$ cat src/hw/phd_pkg.sv
// package: constants for the port handshake and dma control block
package phd_pkg;
    // register map, byte addresses on the avalon bus
    localparam logic [7:0] PHD_ADDR_CONTROL = 8'hF7;
    localparam logic [7:0] PHD_ADDR_PORT    = 8'hE5;
    localparam logic [7:0] PHD_ADDR_STATUS  = 8'hE6;
    localparam logic [7:0] PHD_ADDR_TIMEREV = 8'hE7;
    localparam logic [7:0] PHD_ADDR_DATA0   = 8'hE8;
    // control register fields
    localparam int PHD_MODE_HI       = 7;
    localparam int PHD_MODE_LO       = 5;
    localparam int PHD_DMA_DIS_BIT   = 4;
    localparam int PHD_DIR_BIT       = 3;
    localparam int PHD_TRIG_EN_BIT   = 2;
    localparam int PHD_TRIG_SEL_BIT  = 1;
    localparam int PHD_FIXED_BIT     = 0;
    localparam logic [7:0] PHD_CONTROL_RESET = 8'hFF;
    localparam logic [7:0] PHD_PORT_RESET    = 8'h00;
    // dma source buffer depth
    localparam int PHD_BUF_AW    = 4;
    localparam int PHD_BUF_DEPTH = 16;
    // strobe low time while port latches change
    localparam int PHD_SETTLE_NS     = 20;
    localparam int PHD_CLK_PERIOD_NS = 10;
    localparam logic [3:0] PHD_SETTLE_CYC =
        4'((PHD_SETTLE_NS + PHD_CLK_PERIOD_NS - 1) / PHD_CLK_PERIOD_NS);

    typedef enum logic [2:0] {
        PHD_HS_BIDIR    = 3'b000,
        PHD_HS_IN1      = 3'b001,
        PHD_HS_OUT1     = 3'b010,
        PHD_HS_OFF      = 3'b011,
        PHD_HS_BIDIR_B  = 3'b100,
        PHD_HS_IN2      = 3'b101,
        PHD_HS_OUT2     = 3'b110,
        PHD_HS_OFF_B    = 3'b111
    } phd_mode_t;

    typedef enum logic [1:0] {
        PHD_ST_IDLE   = 2'b00,
        PHD_ST_FETCH  = 2'b01,
        PHD_ST_SETTLE = 2'b10
    } phd_state_t;
endpackage : phd_pkg

$ cat src/hw/phd_port_ctrl.sv
// top: handshake/dma control register and one-line output handshake for the parallel port
//
// Overview of operation
// - mode 010, dma on, compare selects output dma
// - one-line output mode drives valid strobe low
// - port latch write raises valid strobe unless handshake is off (mode bits 6:5 = 11)
// - each compare-triggered transfer writes new port data
// - strobe low while latches change, high after only in one-line output mode 010
// - control register resets to all ones
// - mode bits decode to five handshake modes
// - dma disable bit is active low enable
// - direction bit: one input, zero output
// - trigger enable lets timer event start dma
// - select picks compare when one, capture zero
// - control bit zero always reads one
`timescale 1ns/100ps
module phd_port_ctrl (
    // clock and reset
    input  wire logic        mclk_in,
    input  wire logic        reset_in,
    // avalon-mm slave
    input  wire logic [7:0]  avs_address_in,
    input  wire logic        avs_read_in,
    input  wire logic        avs_write_in,
    input  wire logic [31:0] avs_writedata_in,
    output logic      [31:0] avs_readdata_out,
    output logic             avs_waitrequest_out,
    // timer events from the multifunction timer
    input  wire logic        timer_compare_event_in,
    input  wire logic        timer_capture_event_in,
    // port pins and handshake
    input  wire logic [7:0]  port_pins_in,
    output logic      [7:0]  port_data_out,
    output logic             output_data_valid_out,
    output logic             dma_request_out
);
    import phd_pkg::*;

    function automatic logic rising(input logic now_v, input logic old_v);
        rising = now_v & ~old_v;
    endfunction : rising

    // control and data state
    logic [7:0]            control_r;
    logic [7:0]            port_latch_r;
    logic                  valid_r;
    logic                  dma_req_r;
    logic [7:0]            transfer_cnt_r;
    logic [PHD_BUF_AW-1:0] wr_ptr_r;
    logic [PHD_BUF_AW-1:0] rd_ptr_r;
    logic [3:0]            settle_cnt_r;
    logic                  ack_r;
    phd_state_t            state_r;
    logic [7:0]            buf_rd_data;

    // timer events may come from another domain: three-stage sync
    logic [2:0] cmp_sync_r;
    logic [2:0] cap_sync_r;
    logic       cmp_level_r;
    logic       cap_level_r;
    logic [7:0] pins_s1_r;
    logic [7:0] pins_s2_r;
    logic [7:0] pins_s3_r;
    logic [7:0] pins_agreed_r;

    // a pin bit moves only when stages two and three agree, so a slow edge counts once
    function automatic logic [7:0] agreed(input logic [7:0] s2_v, input logic [7:0] s3_v, input logic [7:0] old_v);
        agreed = (s3_v & ~(s2_v ^ s3_v)) | (old_v & (s2_v ^ s3_v));
    endfunction : agreed

    always_ff @(posedge mclk_in) begin
        if (reset_in) begin
            cmp_sync_r  <= 3'h0;
            cap_sync_r  <= 3'h0;
            cmp_level_r <= 1'b0;
            cap_level_r <= 1'b0;
        end else begin
            cmp_sync_r <= {cmp_sync_r[1:0], timer_compare_event_in};
            cap_sync_r <= {cap_sync_r[1:0], timer_capture_event_in};
            if (cmp_sync_r[1] == cmp_sync_r[2]) begin
                cmp_level_r <= cmp_sync_r[2];
            end
            if (cap_sync_r[1] == cap_sync_r[2]) begin
                cap_level_r <= cap_sync_r[2];
            end
        end
    end

    // pin samples take their own three stages
    always_ff @(posedge mclk_in) begin
        if (reset_in) begin
            pins_s1_r     <= 8'h00;
            pins_s2_r     <= 8'h00;
            pins_s3_r     <= 8'h00;
            pins_agreed_r <= 8'h00;
        end else begin
            pins_s1_r     <= port_pins_in;
            pins_s2_r     <= pins_s1_r;
            pins_s3_r     <= pins_s2_r;
            pins_agreed_r <= agreed(pins_s2_r, pins_s3_r, pins_agreed_r);
        end
    end

    // edge of the agreed level, compared with the previous agreed level
    wire cmp_edge = rising(cmp_sync_r[2], cmp_level_r) & (cmp_sync_r[1] == cmp_sync_r[2]);
    wire cap_edge = rising(cap_sync_r[2], cap_level_r) & (cap_sync_r[1] == cap_sync_r[2]);

    // control field decode
    wire phd_mode_t mode      = phd_mode_t'(control_r[PHD_MODE_HI:PHD_MODE_LO]);
    wire hs_disabled          = (control_r[6:5] == 2'b11);
    wire hs_out1              = (mode == PHD_HS_OUT1);
    wire hs_out2              = (mode == PHD_HS_OUT2);
    wire hs_in                = (control_r[6:5] == 2'b01);
    wire hs_bidir             = (control_r[6:5] == 2'b00);
    wire dma_enabled          = ~control_r[PHD_DMA_DIS_BIT];
    wire dir_output           = ~control_r[PHD_DIR_BIT];
    wire trig_enabled         = control_r[PHD_TRIG_EN_BIT];
    wire trig_sel_compare     = control_r[PHD_TRIG_SEL_BIT];
    wire trig_event           = trig_sel_compare ? cmp_edge : cap_edge;
    wire dma_path_on          = ~hs_disabled & dma_enabled & trig_enabled;
    wire output_dma_on        = dma_path_on & dir_output;
    // one-line output with compare trigger; settle_last restores the strobe in mode 010 with either trigger
    wire out1_cmp_on          = output_dma_on & hs_out1 & trig_sel_compare;
    wire buf_has_data         = (transfer_cnt_r != 8'h00);

    // address match, shared by the write strobes and the read select
    function automatic logic addr_hit(input logic [7:0] addr_v, input logic [7:0] reg_v);
        addr_hit = (addr_v == reg_v);
    endfunction : addr_hit

    // avalon decode; every access answers after one wait cycle
    wire sel_ctl   = addr_hit(avs_address_in, PHD_ADDR_CONTROL);
    wire sel_port  = addr_hit(avs_address_in, PHD_ADDR_PORT);
    wire sel_stat  = addr_hit(avs_address_in, PHD_ADDR_STATUS);
    wire sel_pins  = addr_hit(avs_address_in, PHD_ADDR_TIMEREV);
    wire sel_data  = addr_hit(avs_address_in, PHD_ADDR_DATA0);
    wire req       = (avs_read_in | avs_write_in) & ~ack_r;
    // writes land in the answer cycle, at the edge where the master sees waitrequest low
    wire take_wr   = ack_r & avs_write_in;
    wire wr_ctl    = take_wr & sel_ctl;
    wire wr_port   = take_wr & sel_port;
    wire wr_data   = take_wr & sel_data;
    logic [31:0] rd_mux;
    // status packs mode flags, strobe and sequencer phase
    wire [7:0]  status_byte = {hs_out2, hs_out1, dma_req_r, valid_r, state_r, hs_bidir, hs_in};

    always_comb begin
        if (sel_ctl) begin
            rd_mux = {24'h0, control_r[7:1], 1'b1};
        end else if (sel_port) begin
            rd_mux = {24'h0, port_latch_r};
        end else if (sel_stat) begin
            rd_mux = {24'h0, status_byte};
        end else if (sel_pins) begin
            rd_mux = {24'h0, pins_agreed_r};
        end else if (sel_data) begin
            rd_mux = {24'h0, transfer_cnt_r};
        end else begin
            rd_mux = 32'h0000_0000;
        end
    end

    // ack lasts one cycle, so a request still held is answered again every second cycle
    always_ff @(posedge mclk_in) begin
        if (reset_in) begin
            ack_r <= 1'b0;
        end else begin
            ack_r <= req;
        end
    end

    // dma source buffer
    logic buf_push;
    logic buf_pop;
    // a full buffer drops the word; software reads the count before pushing
    assign buf_push = wr_data & (transfer_cnt_r != 8'(PHD_BUF_DEPTH));
    phd_buf_mem u_buf (
        .mclk_in     (mclk_in),
        .wr_en_in    (buf_push),
        .wr_addr_in  (wr_ptr_r),
        .wr_data_in  (avs_writedata_in[7:0]),
        .rd_addr_in  (rd_ptr_r),
        .rd_data_out (buf_rd_data)
    );

    // transfer sequencer
    phd_state_t state_nxt;
    logic       start_xfer;
    assign start_xfer = (state_r == PHD_ST_IDLE) & trig_event & output_dma_on & buf_has_data;
    assign buf_pop    = start_xfer;
    // sequencer phases; the read pointer moves only once its word sits in the latch
    wire in_fetch    = (state_r == PHD_ST_FETCH);
    wire settle_last = (state_r == PHD_ST_SETTLE) & (settle_cnt_r == 4'h1);
    wire port_load   = (state_r == PHD_ST_SETTLE) & (settle_cnt_r == PHD_SETTLE_CYC);

    always_comb begin
        state_nxt = state_r;
        case (state_r)
            PHD_ST_IDLE: begin
                if (start_xfer) begin
                    state_nxt = PHD_ST_FETCH;
                end
            end
            PHD_ST_FETCH: begin
                state_nxt = PHD_ST_SETTLE;
            end
            PHD_ST_SETTLE: begin
                if (settle_cnt_r == 4'h1) begin
                    state_nxt = PHD_ST_IDLE;
                end
            end
            default: begin
                state_nxt = PHD_ST_IDLE;
            end
        endcase
    end

    always_ff @(posedge mclk_in) begin
        if (reset_in) begin
            control_r      <= PHD_CONTROL_RESET;
            state_r        <= PHD_ST_IDLE;
            settle_cnt_r   <= 4'h0;
            wr_ptr_r       <= '0;
            rd_ptr_r       <= '0;
            transfer_cnt_r <= 8'h00;
            dma_req_r      <= 1'b0;
        end else begin
            state_r <= state_nxt;
            if (wr_ctl) begin
                control_r <= {avs_writedata_in[7:1], 1'b1};
            end
            if (buf_push) begin
                wr_ptr_r <= wr_ptr_r + 1'b1;
            end
            if (port_load) begin
                rd_ptr_r <= rd_ptr_r + 1'b1;
            end
            transfer_cnt_r <= transfer_cnt_r + 8'(buf_push) - 8'(buf_pop);
            dma_req_r      <= start_xfer;
            if (in_fetch) begin
                settle_cnt_r <= PHD_SETTLE_CYC;
            end else if (settle_cnt_r != 4'h0) begin
                settle_cnt_r <= settle_cnt_r - 4'h1;
            end
        end
    end

    // port latches and valid strobe
    // transfer steps outrank bus writes: a port write during a transfer is lost
    logic       valid_nxt;
    logic [7:0] port_nxt;
    always_comb begin
        port_nxt  = port_latch_r;
        valid_nxt = valid_r;
        if (port_load) begin
            port_nxt  = buf_rd_data;
            valid_nxt = 1'b0;
        end else if (in_fetch) begin
            valid_nxt = 1'b0;
        end else if (settle_last) begin
            valid_nxt = out1_cmp_on | hs_out1;
        end else if (wr_port) begin
            port_nxt  = avs_writedata_in[7:0];
            valid_nxt = ~hs_disabled;
        end else if (wr_ctl && (avs_writedata_in[7:5] == PHD_HS_OUT1 || avs_writedata_in[6:5] == 2'b11)) begin
            valid_nxt = 1'b0;
        end else if (hs_disabled) begin
            valid_nxt = 1'b0;
        end
    end

    always_ff @(posedge mclk_in) begin
        if (reset_in) begin
            port_latch_r <= PHD_PORT_RESET;
            valid_r      <= 1'b0;
        end else begin
            port_latch_r <= port_nxt;
            valid_r      <= valid_nxt;
        end
    end

    // registered outputs; waitrequest is low only in the answer cycle
    always_ff @(posedge mclk_in) begin
        if (reset_in) begin
            avs_waitrequest_out   <= 1'b1;
            avs_readdata_out      <= 32'h0000_0000;
            port_data_out         <= PHD_PORT_RESET;
            output_data_valid_out <= 1'b0;
            dma_request_out       <= 1'b0;
        end else begin
            avs_waitrequest_out   <= ~req;
            avs_readdata_out      <= rd_mux;
            port_data_out         <= port_nxt;
            output_data_valid_out <= valid_nxt;
            dma_request_out       <= start_xfer;
        end
    end
endmodule : phd_port_ctrl

$ cat src/hw/phd_buf_mem.sv
// small memory holding words that dma transfers move to the port
`timescale 1ns/100ps
module phd_buf_mem (
    // clock
    input  wire logic                          mclk_in,
    // write side
    input  wire logic                          wr_en_in,
    input  wire logic [phd_pkg::PHD_BUF_AW-1:0] wr_addr_in,
    input  wire logic [7:0]                    wr_data_in,
    // registered read side
    input  wire logic [phd_pkg::PHD_BUF_AW-1:0] rd_addr_in,
    output logic      [7:0]                    rd_data_out
);
    import phd_pkg::*;
    logic [7:0] mem_r [PHD_BUF_DEPTH];

    always_ff @(posedge mclk_in) begin
        if (wr_en_in) begin
            mem_r[wr_addr_in] <= wr_data_in;
        end
        rd_data_out <= mem_r[rd_addr_in];
    end
endmodule : phd_buf_mem

$ cat config.mk
export PLATFORM = sky130hd
export DESIGN_NAME = phd_port_ctrl
export DESIGN_NICKNAME = d
export VERILOG_FILES = /design/src/hw/phd_pkg.sv /design/src/hw/phd_port_ctrl.sv /design/src/hw/phd_buf_mem.sv
export SDC_FILE = /design/constraint.sdc
export NUM_CORES = 1
export LEC_CHECK = 0
export BUFFER_PORTS_ARGS = -buffer_cell sky130_fd_sc_hd__clkbuf_2
export CAP_MARGIN = 20
export CORE_UTILIZATION = 61
export DETAILED_ROUTE_END_ITERATION = 8
export GPL_TIMING_DRIVEN = 1
export PLACE_DENSITY = 0.82
export SYNTH_ARGS = -nofsm -noshare
export SYNTH_HDL_FRONTEND = slang
export SYNTH_SLANG_ARGS = --single-unit
$ cat constraint.sdc
create_clock -name mclk_in -period 5.3 [get_ports mclk_in]
set_input_delay 0.265 -clock mclk_in [delete_from_list [all_inputs] [get_ports mclk_in]]
set_output_delay 0.265 -clock mclk_in [all_outputs]
set_load 0.01 [all_outputs]
==> results.md, run 1 <==
* Via Count at around 5,900
* CP Cell Sequence: inv_1 > ha_1 > nor4bb_1 > nand2_1 > o21ai_0 > a211oi_1 > ha_1 > inv_1 > ha_1 > inv_1 > fa_1 > nor2b_1 > o311a_1 > or4_1 > nand3_1
* Number of synthesized flops with an enable pin at between 100 and 150
* Max-slew violations at 0
* Unrepaired setup endpoints after global routing: no
* Max-Cap Viols at 0
* GR Util All Layers at 0.249
* Die ar. at roughly 15,000 µm²
* Worst Max-Slew Pin Slew at roughly 920 ps
* Post-CTS Setup Inserts at 0
* Clk_lat worst skew at between 500 and 600 ps
* Design area at around 10,000 µm²
* Max transition margin at 0.385
* Top delay family on crit path: simple AND/OR/NAND/NOR gates
* Clock sinks at around 230
* Ys flop type: edfxtp_1
* Initial Util at 0.626
* Vias/cell at between 6 and 7
* Crit path required time at about 5700 ps
* Endpoint class of the critical path: flip-flop
* Final Skew at approximately 11 ps
* Avg Inst Size Synth at around 13 µm²
* Final Util at 0.711
* Seq/Total Area, Yosys at 0.633
* Power density of the placed cells at about 360 nW/µm²
* CTS resizes at 0
* DP HPWL at 12,000 µm
* Endpoints failing setup at 0
* Seq pwr share at 0.500
* Num rows at between 40 and 50
* Antenna cell count at 0
* Synthesized area at 9140 µm²
* Number of routed nets with antenna violations at 0
* Hold Buf Count CTS at 9
* Port bufs at 48
* Congestion Overflow GR at 0
* Core area at around 15,000 µm²
* Clock slew at reported path FFs at approximately 60 ps
* Clock root buffer: clkbuf_16
* DR pass1 iterations at 6
* Hold WS at between 10 and 15 ps
* Setup CP Type: flip-flop to flip-flop
* Layout cell share with drive strength beyond 1 at 0.180
* Gate Count Post-Synth at a little under 700
* H-Tree Depth at 1
* Comb power frac at 0.023
* Max clock buf depth at 3
* VDD IR-drop max at 0.249 mV
* Power Internal at between 2 and 3 mW
* Share of flip-flops with an asynchronous set or reset at 0
* Largest net degree at the start of global routing at 73
* XOR/XNOR share of the synthesized area at 0.00383
* Layout area overhead at 13.6%
* Synth Area in Compound Gates at 0.0963
* WL final at 19,200 µm
* Final min period at 3460 ps
* Drt first-iter violations at 768
* Residual DRC count at 0
* Wire per inst at 20.3 µm
* NumNets Final at just over 800
* Sw Pwr at slightly above 0.7 mW
* Crit-path max cell delay at just under 600 ps
* Largest family of logic cells by synthesized area: simple AND/OR/NAND/NOR gates
* Critical Path Start: transfer_cnt_r[3]
* CTS tree: yes
* Status: completed
* Max Freq at slightly below 300 MHz
* Number of global-route vias before repair at around 5,700
* Slowest CP cell: nor4bb_1
* Tcrit/Tclk final at 0.652
* Post-DP Area at roughly 9400 µm²
* IO Pins at 97
* Hold crit path type: input pin to flip-flop
* Mux cell area share after synthesis at 0.0927
* Total Neg Setup Slack at 0 ps
* Final hold violations at 0
* Switching Fraction at 0.193
* Reg-to-reg startpoint: transfer_cnt_r[3]
* Worst Hold Launch: port_pins_in[7]
* Adder-cell share of the synthesized area at 0.0241
* Clock share of power at 0.477
* CP Launch Type: flip-flop
* Crit-path max FO at 3
* Initial antenna violation count at 0
* Die Y at ~120 µm
* First-pass GRT wire length at between 30,000 and 40,000 µm
* TritonCTS buffer count at 23
* Yosys warns at 0
* Critical path buffers and inverters at 3
* Post-Synth Simple-Gate Area at 0.108
* Number of synthesized register bits at between 200 and 250
* Pleak at about 3.6 nW
* Die Wd at around 120 µm
* Critical path arrival at slightly below 4000 ps
* Synth unique cells at 58
* GPL Wtd Cong at a little under 0.9
[placed cells by master, fill, tap and decap left out, types with 3 or more instances in the layout]
| cell | count |
|---|---|
| o21ai_0 | 38 |
| mux2i_1 | 7 |
| or4_1 | 3 |
| nand2_1 | 51 |
| bufinv_16 | 6 |
| a211oi_1 | 20 |
| xnor2_1 | 3 |
| and3b_1 | 3 |
| clkinv_1 | 3 |
| nor2b_1 | 39 |
| a22oi_1 | 16 |
| dlygate4sd3_1 | 9 |
| mux2_2 | 5 |
| mux4_2 | 32 |
| edfxtp_1 | 128 |
| inv_1 | 18 |
| clkbuf_16 | 23 |
| clkinv_2 | 3 |
| a32o_1 | 5 |
| clkbuf_2 | 48 |
| nor2_1 | 31 |
| o21bai_1 | 4 |
| dfxtp_1 | 95 |
| nand3_1 | 10 |
| a31oi_1 | 5 |
| nand2b_1 | 7 |
| nor3b_1 | 3 |
| buf_4 | 6 |
| conb_1 | 24 |
| nor3_1 | 13 |
| o311a_1 | 3 |
| or3_1 | 4 |
| a21oi_1 | 34 |
| nand3b_1 | 3 |
| ha_1 | 16 |
| nor4_1 | 3 |
| clkbuf_1 | 3 |
[cell usage after synthesis (13+ instances only)]
library cell    n  share of area
a211oi_1       20          0.016
a21oi_1        34          0.019
a22oi_1        16          0.013
buf_4          25          0.021
clkbuf_1       18         0.0074
dfxtp_1        97           0.21
edfxtp_1      128           0.42
ha_1           16          0.022
inv_1          18         0.0074
mux4_2         32          0.079
nand2_1        51          0.021
nor2_1         31          0.013
nor2b_1        39          0.027
nor3_1         13         0.0071
o21ai_0        38          0.021
[kinds of logic (layout without fill, tap and decap cells)]
kind of cell / Yosys count / after routing
other: 1 / 24
AND/OR/NAND/NOR: 186 / 186
AO/OA/AOI/OAI: 136 / 136
multiplexers: 44 / 44
XOR/XNOR: 4 / 4
adder cells (fa/ha/maj): 17 / 17
flip-flops: 225 / 225
buffers and inverters: 74 / 126
[state kept, by name, summed over array words and instances (netlist names), 3 cells and up, named ones only]
| register | flops |
|---|---|
| wr_ptr_r | 4 |
| pins_s1_r | 8 |
| rd_ptr_r | 4 |
| settle_cnt_r | 4 |
| control_r | 7 |
| transfer_cnt_r | 8 |
| cap_sync_r | 3 |
| avs_readdata_out | 8 |
| u_buf.mem_r | 128 |
| cmp_sync_r | 3 |
| pins_s3_r | 8 |
| pins_s2_r | 8 |
| u_buf.rd_data_out | 8 |
| port_data_out | 8 |
[area by class of cell]
cell class                 instances  area, µm²
fill                             897       4210
sequential                       225       5790
multi-input combinational        411       3060
clock buffer                      28        614
inverter                          20       75.1
timing repair buffer              64        387
tap                              184        230
clock inverter                    14        228
[stage by stage]
| stage | power (mW) | setup slack, ps | std cells |
|---|---|---|---|
| 2_1_floorplan | 1.95 | 2030 | 710 |
| 3_3_place_gp | 1.97 | 1630 | 890 |
| 3_5_place_dp | 1.97 | 1500 | 894 |
| 4_1_cts | 3.73 | 1870 | 945 |
| 5_1_grt | 3.82 | 1680 | 946 |
| 6_report | 3.71 | 1840 | 946 |
[path summary, 6_finish.rpt]
check	end	slack [ps]	cells past startpoint
worst max-delay path	transfer_cnt_r[6]	1840	15
worst min-delay path	pins_s1_r[7]	10	2
worst max register to register	transfer_cnt_r[6]	1840	15
worst min register to register	pins_s2_r[5]	430	1
[metal layers]
| metal | track usage | vias to the layer above | wire length, µm |
|---|---|---|---|
| met5 | 0 | - | 0 |
| met4 | 0.0843 | 0 | 596 |
| met3 | 0.0339 | 53 | 1480 |
| met2 | 0.409 | 308 | 9280 |
| met1 | 0.344 | 2876 | 7850 |
| li1 | - | 2650 | - |
[power groups by stage]
stage / Sequential, mW / Clock, mW / Combinational, mW
after floorplan: 1.89 / 0 / 0.0539
after global placement: 1.89 / 0 / 0.0728
after detailed placement: 1.90 / 0 / 0.0771
after CTS: 1.86 / 1.79 / 0.0830
after global routing: 1.86 / 1.87 / 0.0920
final: 1.86 / 1.77 / 0.0841
(Power assumes the default switching activity.)
==> run 2, diff against run 1 <==
- CORE_UTILIZATION: 61 -> 53
- PLACE_DENSITY: 0.82 -> 0.76
- clock period: 5.3 -> 3.1 ns (I/O delays scaled with it)
==> run 2 against run 1 <==
  * Total power is 60% higher
  * Critical path type unchanged
  * Fmax is 14% higher
  * Count of clock-buffer cells in the layout is 7 higher
  * Hold slack better by 140 ps
==> results.md, run 2 (synthesis gave the netlist of run 1 again) <==
* Hold crit path type: input pin to flip-flop (unchanged)
* CP Launch Type: flip-flop (unchanged)
* Final Skew at 7.25 ps (was 11.5 ps)
* DR pass1 iterations at 5 (was 6)
* Final hold violations at 0 (unchanged)
* DP HPWL at 13,100 µm (was 12,000 µm)
* Setup CP Type: flip-flop to flip-flop (unchanged)
* Tot Pwr at 5.94 mW (was 3.71 mW)
* Number of routed nets with antenna violations at 0 (unchanged)
* Worst Max-Slew Pin Slew at 819 ps (was 919 ps)
* Crit-path max FO at 2 (was 3)
* Post-DP Area at 9720 µm² (was 9430 µm²)
* Core area at 16,700 µm² (was 14,600 µm²)
* Initial antenna violation count at 0 (unchanged)
* Die Wd at 133 µm (was 124 µm)
* Max Freq at 329 MHz (was 289 MHz)
* Max clock buf depth at 3 (unchanged)
* Clk_lat worst skew at 500 ps (was 510 ps)
* Drt first-iter violations at 515 (was 768)
* GPL Wtd Cong at 0.940 (was 0.890)
* Largest net degree at the start of global routing at 46 (was 73)
* Max transition margin at 0.453 (was 0.385)
* Endpoints failing setup at 0 (unchanged)
* Final min period at 3040 ps (was 3460 ps)
* TritonCTS buffer count at 23 (unchanged)
* Hold WS at 146 ps (was 10.1 ps)
* Antenna cell count at 0 (unchanged)
* Via Count at 5,993 (was 5,887)
* Die ar. at 17,800 µm² (was 15,500 µm²)
* Critical path arrival at 3480 ps (was 3900 ps)
* Residual DRC count at 0 (unchanged)
* Congestion Overflow GR at 0 (unchanged)
* Status: completed (unchanged)
* Power density of the placed cells at 556 nW/µm² (was 358 nW/µm²)
* Most frequent cells in the layout: edfxtp_1, dfxtp_1, nand2_1 (unchanged)
* Max-slew violations at 0 (unchanged)
* Largest register by flop count: u_buf.mem_r (unchanged)
* Slowest CP cell: a2111oi_4 (was nor4bb_1)
* NumNets Final at 854 (was 816)
* Num rows at 47 (was 44)
* Clock root buffer: clkbuf_16 (unchanged)
* Cell with the most instances on the worst path: inv_2
* Clock sinks at 225 (unchanged)
* VDD IR-drop max at 0.507 mV (was 0.249 mV)
* Number of global-route vias before repair at 5,703 (was 5,730)
* Clock slew at reported path FFs at 60 ps (about the same)
* WL final at 20,100 µm (was 19,200 µm)
* First-pass GRT wire length at 31,200 µm (was 30,100 µm)
* Post-place setup slack at -5.70 ps (was 1500 ps)
* Setup WS post-layout at 59.6 ps (was 1840 ps)
* Port bufs at 48 (unchanged)
* Max reg flops at 128 (unchanged)
* CP Cell Sequence: inv_2 > ha_4 > nor4bb_4 > buf_4 > a2111oi_4 > inv_2 > ha_4 > inv_1 > ha_2 > inv_2 > fa_2 > nor2b_2 > o311a_1 > or4_1 > nand3_1 (was inv_1 > ha_1 > nor4bb_1 > nand2_1 > o21ai_0 > a211oi_1 > ha_1 > inv_1 > ha_1 > inv_1 > fa_1 > nor2b_1 > o311a_1 > or4_1 > nand3_1)
* Pleak at 3.74 nW (was 3.59 nW)
* IO Pins at 97 (unchanged)
* GR Util All Layers at 0.228 (was 0.249)
* Vias/cell at 5.88 (was 6.22)
* Max-Cap Viols at 0 (unchanged)
* Layout cell share with drive strength beyond 1 at 0.224 (was 0.180)
* Crit path required time at 3540 ps (was 5740 ps)
* Die Y at 133 µm (was 124 µm)
* Initial Util at 0.547 (was 0.626)
* Layout area overhead at 16.9% (was 13.6%)
* CTS tree: yes (unchanged)
* Design area at 10,700 µm² (was 10,400 µm²)
* Commonest non-fill, non-tap cell in the layout: edfxtp_1 (unchanged)
* Tcrit/Tclk final at 0.981 (was 0.652)
* H-Tree Depth at 1 (unchanged)
* Wire per inst at 19.7 µm (was 20.3 µm)
* Endpoint class of the critical path: flip-flop (unchanged)
* Crit-path max cell delay at 400 ps (was 590 ps)
==> run 2: cell types whose count changed in the layout (fill, tap and decap cells not counted), sizes merged <==
cell         change
buf             +33
clkbuf           +7
bufinv           -5
dlygate4sd3      +5
clkinv           -1
clkinvlp         -1
==> run 2: layout make-up <==
| type | count | area, µm² |
|---|---|---|
| Clock buffer | 35 | 652 |
| Inverter | 20 | 75.1 |
| Fill cell | 1226 | 6020 |
| Timing Repair Buffer | 102 | 706 |
| Tap cell | 220 | 275 |
| Sequential cell | 225 | 5790 |
| Multi-Input combinational cell | 411 | 3120 |
| Clock inverter | 7 | 60.1 |
==> run 2: path summary, 6_finish.rpt <==
kind,startpoint,endpoint,slack (ps),cells past startpoint
max,transfer_cnt_r[2],transfer_cnt_r[6],60,15
min,avs_address_in[4],avs_readdata_out[7],150,4
max reg2reg,transfer_cnt_r[2],transfer_cnt_r[6],60,15
min reg2reg,pins_s1_r[2],pins_s2_r[2],430,1
==> run 2: per-stage QoR <==
step	cells	utilization	TNS [ps]
after global routing	1020	0.639	-58.6
after global placement	959	0.582	0
final	1020	0.639	0
after floorplan	710	-	0
after detailed placement	959	0.582	-5.70
after CTS	1015	0.633	0
==> run 2: per-layer routing <==
layer | GRT usage | share of wire
met3 | 0.0377 | 0.072
met2 | 0.364 | 0.48
met5 | 0 | 0
met4 | 0.0732 | 0.027
met1 | 0.321 | 0.42
==> run 2: power by group <==
part	internal [mW]	switching, mW
combinational	0.0522	0.108
sequential	3.17	0.00700
clock	1.53	1.07
total	4.75	1.19
==> run 2: worst max-delay path, delay by kind of cell (launching register included) <==
kind,cells,cell delay (ps)
adder cells (fa/ha/maj),4,800
AO/OA/AOI/OAI,2,740
AND/OR/NAND/NOR,4,710
buffers and inverters,5,400
flip-flops,1,330
==> run 2: timing repair <==
action                     in CTS  in global routing
resized for setup               1                 18
hold buffers                   14                  0
buffers inserted                0                  5
setup endpoints to repair       2                  2
hold endpoints to repair       13                  0
pin swaps                       1                  6
==> run 3, diff against run 2 <==
- BUFFER_PORTS_ARGS: -buffer_cell sky130_fd_sc_hd__clkbuf_2 -> default
- CORE_UTILIZATION: 53 -> 57
- DONT_BUFFER_PORTS: default -> 1
- PLACE_DENSITY: 0.76 -> 0.81
==> run 3 against run 2 <==
  * Worst setup slack better by 63 ps
  * Via count is 1.9% lower
  * Critical path depth is 1 lower
  * Flip-flop and latch count stayed put
  * Fmax is 2.1% higher
  * First-iteration DRC count is 27% higher
  * Total power is 3.8% higher
  * Die area is 6.9% lower
  * Design area is 1.8% lower
  * Combinational power is 17% lower
  * Hold slack worse by 120 ps
  * Critical path type unchanged
  * Largest cell class unchanged
  * Highest routed layer is now met5
==> results.md, run 3 (synthesis gave the netlist of run 1 again) <==
* Port bufs at 0 (was 48)
* DP HPWL at 12,400 µm (was 13,100 µm)
* R2R setup slack at 120 ps (was 60 ps)
* Initial antenna violation count at 1 (was 0)
* Critical path arrival at 3380 ps (was 3480 ps)
* Number of fill cells at 1,053 (was 1,226)
* Max clock buf depth at 3 (unchanged)
* Die ar. at 16,500 µm² (was 17,800 µm²)
* Pleak at 3.54 nW (was 3.74 nW)
* First-pass GRT wire length at 30,900 µm (was 31,200 µm)
* Largest net degree at the start of global routing at 72 (was 46)
* H-Tree Depth at 1 (unchanged)
* Clock root buffer: clkbuf_16 (unchanged)
* Max Freq at 336 MHz (was 329 MHz)
* Congestion Overflow GR at 0 (unchanged)
* FF-to-FF End: transfer_cnt_r[7] (was transfer_cnt_r[6])
* Tot Pwr at 6.16 mW (was 5.94 mW)
* Drt first-iter violations at 654 (was 515)
* Reg-to-reg startpoint: transfer_cnt_r[2] (unchanged)
* R2R cell count at 14 (was 15)
* Core area at 15,400 µm² (was 16,700 µm²)
* Most frequent cells in the layout: edfxtp_1, dfxtp_1, nand2_1 (unchanged)
* Crit-path max FO at 2 (unchanged)
* GPL Wtd Cong at 0.852 (was 0.940)
* Clock share of power at 0.463 (was 0.438)
* Commonest non-fill, non-tap cell in the layout: edfxtp_1 (unchanged)
* VDD IR-drop max at 0.545 mV (was 0.507 mV)
* Setup WS post-layout at 123 ps (was 59.6 ps)
* IO Pins at 97 (unchanged)
* Clk_lat worst skew at 510 ps (was 500 ps)
* Seq pwr share at 0.516 (was 0.535)
* Register area at 5790 µm² (unchanged)
* Tcrit/Tclk final at 0.960 (was 0.981)
* Crit path required time at 3500 ps (was 3540 ps)
* Layout area overhead at 14.8% (was 16.9%)
* Final Util at 0.680 (was 0.639)
* Status: completed (unchanged)
* Final hold violations at 0 (unchanged)
* Num rows at 45 (was 47)
* TritonCTS buffer count at 23 (unchanged)
* Setup CP Type: flip-flop to flip-flop (unchanged)
* Endpoints failing setup at 0 (unchanged)
* Initial Util at 0.592 (was 0.547)
* Post-DP Area at 9400 µm² (was 9720 µm²)
* Die Wd at 129 µm (was 133 µm)
* Max-Cap Viols at 0 (unchanged)
* WL final at 19,900 µm (was 20,100 µm)
* Total Neg Setup Slack at 0 ps (unchanged)
* Final min period at 2980 ps (was 3040 ps)
* Wire per inst at 20.7 µm (was 19.7 µm)
* Vias/cell at 6.10 (was 5.88)
* Hold crit path type: input pin to flip-flop (unchanged)
* NumNets Final at 806 (was 854)
* Clock slew at reported path FFs at 60 ps (about the same)
* Number of global-route vias before repair at 5,717 (was 5,703)
* Worst Max-Slew Pin Slew at 881 ps (was 819 ps)
* Worst hold stages at 2 (was 4)
* Die Y at 129 µm (was 133 µm)
* Final Skew at 18.3 ps (was 7.25 ps)
* Via Count at 5,878 (was 5,993)
* Design area at 10,500 µm² (was 10,700 µm²)
* Sw Pwr at 1.22 mW (was 1.19 mW)
* WHS Endpoint: avs_readdata_out[6] (was avs_readdata_out[7])
* Switching Fraction at 0.199 (was 0.200)
* Post-Place Cells at 894 (was 959)
* Post-route insts no fill at 963 (was 1,020)
* Endpoint class of the critical path: flip-flop (unchanged)
* Layout cell share with drive strength beyond 1 at 0.158 (was 0.224)
* Residual DRC count at 0 (unchanged)
* Footprint of the multi-input gates at 3060 µm² (was 3120 µm²)
* Unrepaired setup endpoints after global routing: no
* Antenna cell count at 0 (unchanged)
* Max transition margin at 0.410 (was 0.453)
* DR pass1 iterations at 6 (was 5)
* Power density of the placed cells at 588 nW/µm² (was 556 nW/µm²)
* Worst Hold Launch: avs_address_in[1] (was avs_address_in[4])
* Comb power frac at 0.022 (was 0.027)
* CP Launch Type: flip-flop (unchanged)
* GR Util All Layers at 0.249 (was 0.228)
* Largest register by flop count: u_buf.mem_r (unchanged)
* Hold WS at 23.9 ps (was 146 ps)
* Clock sinks at 225 (unchanged)
* Power Internal at 4.94 mW (was 4.75 mW)
* CTS tree: yes (unchanged)
* Post-place setup slack at 70.9 ps (was -5.70 ps)
* Max-slew violations at 0 (unchanged)
* Max reg flops at 128 (unchanged)
* Number of routed nets with antenna violations at 0 (unchanged)
[run 3: cell types whose count changed in the layout (fill, tap and decap cells not counted), sizes merged]
| cell | previous run | this run |
|---|---|---|
| dlygate4sd3 | 14 | 25 |
| bufinv | 1 | 4 |
| clkinvlp | 0 | 3 |
| clkbuf | 83 | 25 |
| inv | 20 | 21 |
| buf | 40 | 29 |
| clkinv | 6 | 9 |
[run 3: worst max-delay path by stage]
| stage | start | to | cells past startpoint |
|---|---|---|---|
| after floorplan | avs_address_in[0] | transfer_cnt_r[6] | 14 |
| final | transfer_cnt_r[2] | transfer_cnt_r[7] | 14 |
| after CTS | transfer_cnt_r[2] | transfer_cnt_r[7] | 14 |
| after detailed placement | transfer_cnt_r[2] | transfer_cnt_r[7] | 14 |
| after global placement | transfer_cnt_r[2] | transfer_cnt_r[7] | 14 |
| after global routing | transfer_cnt_r[2] | transfer_cnt_r[7] | 14 |
[run 3: timing repair]
item,in CTS,in global routing
setup buffers,0,1
setup endpoints to repair,0,3
gates resized for setup,0,7
endpoints found under the hold margin,216,0
hold buffers,26,0
[run 3: critical path: stages (launching register included)]
cell and delay, ps:
dfxtp_2 330, inv_1 50, ha_1 190, nor4bb_1 150, buf_4 150, a2111oi_4 330, inv_2 70, ha_1 280
inv_1 40, ha_2 170, buf_4 130, a211oi_1 270, o21ai_0 170, a31oi_1 200, mux2_2 340
[run 3: power groups by stage]
stage / registers (mW) / clock network, mW / logic (mW)
2_1_floorplan: 3.24 / 0 / 0.0921
3_3_place_gp: 3.24 / 0 / 0.0574
3_5_place_dp: 3.24 / 0 / 0.0590
4_1_cts: 3.18 / 2.89 / 0.131
5_1_grt: 3.18 / 3.01 / 0.145
6_report: 3.18 / 2.85 / 0.133
[run 3: area by class of cell]
cell class / count / share of cell area
repair buffers: 54 / 0.0477
well taps: 211 / 0.0252
clock buffers: 25 / 0.0566
multi-input cells: 411 / 0.292
inverters: 20 / 0.00716
flip-flops and latches: 225 / 0.552
clock inverters: 17 / 0.0190
[run 3: metal layers]
metal / GRT usage / part of all wire / vias to the layer above
li1: - / - / 2632
met1: 0.332 / 0.40 / 2852
met2: 0.408 / 0.48 / 348
met3: 0.0599 / 0.10 / 44
met4: 0.0747 / 0.023 / 2
met5: 0 / 0.00065 / -
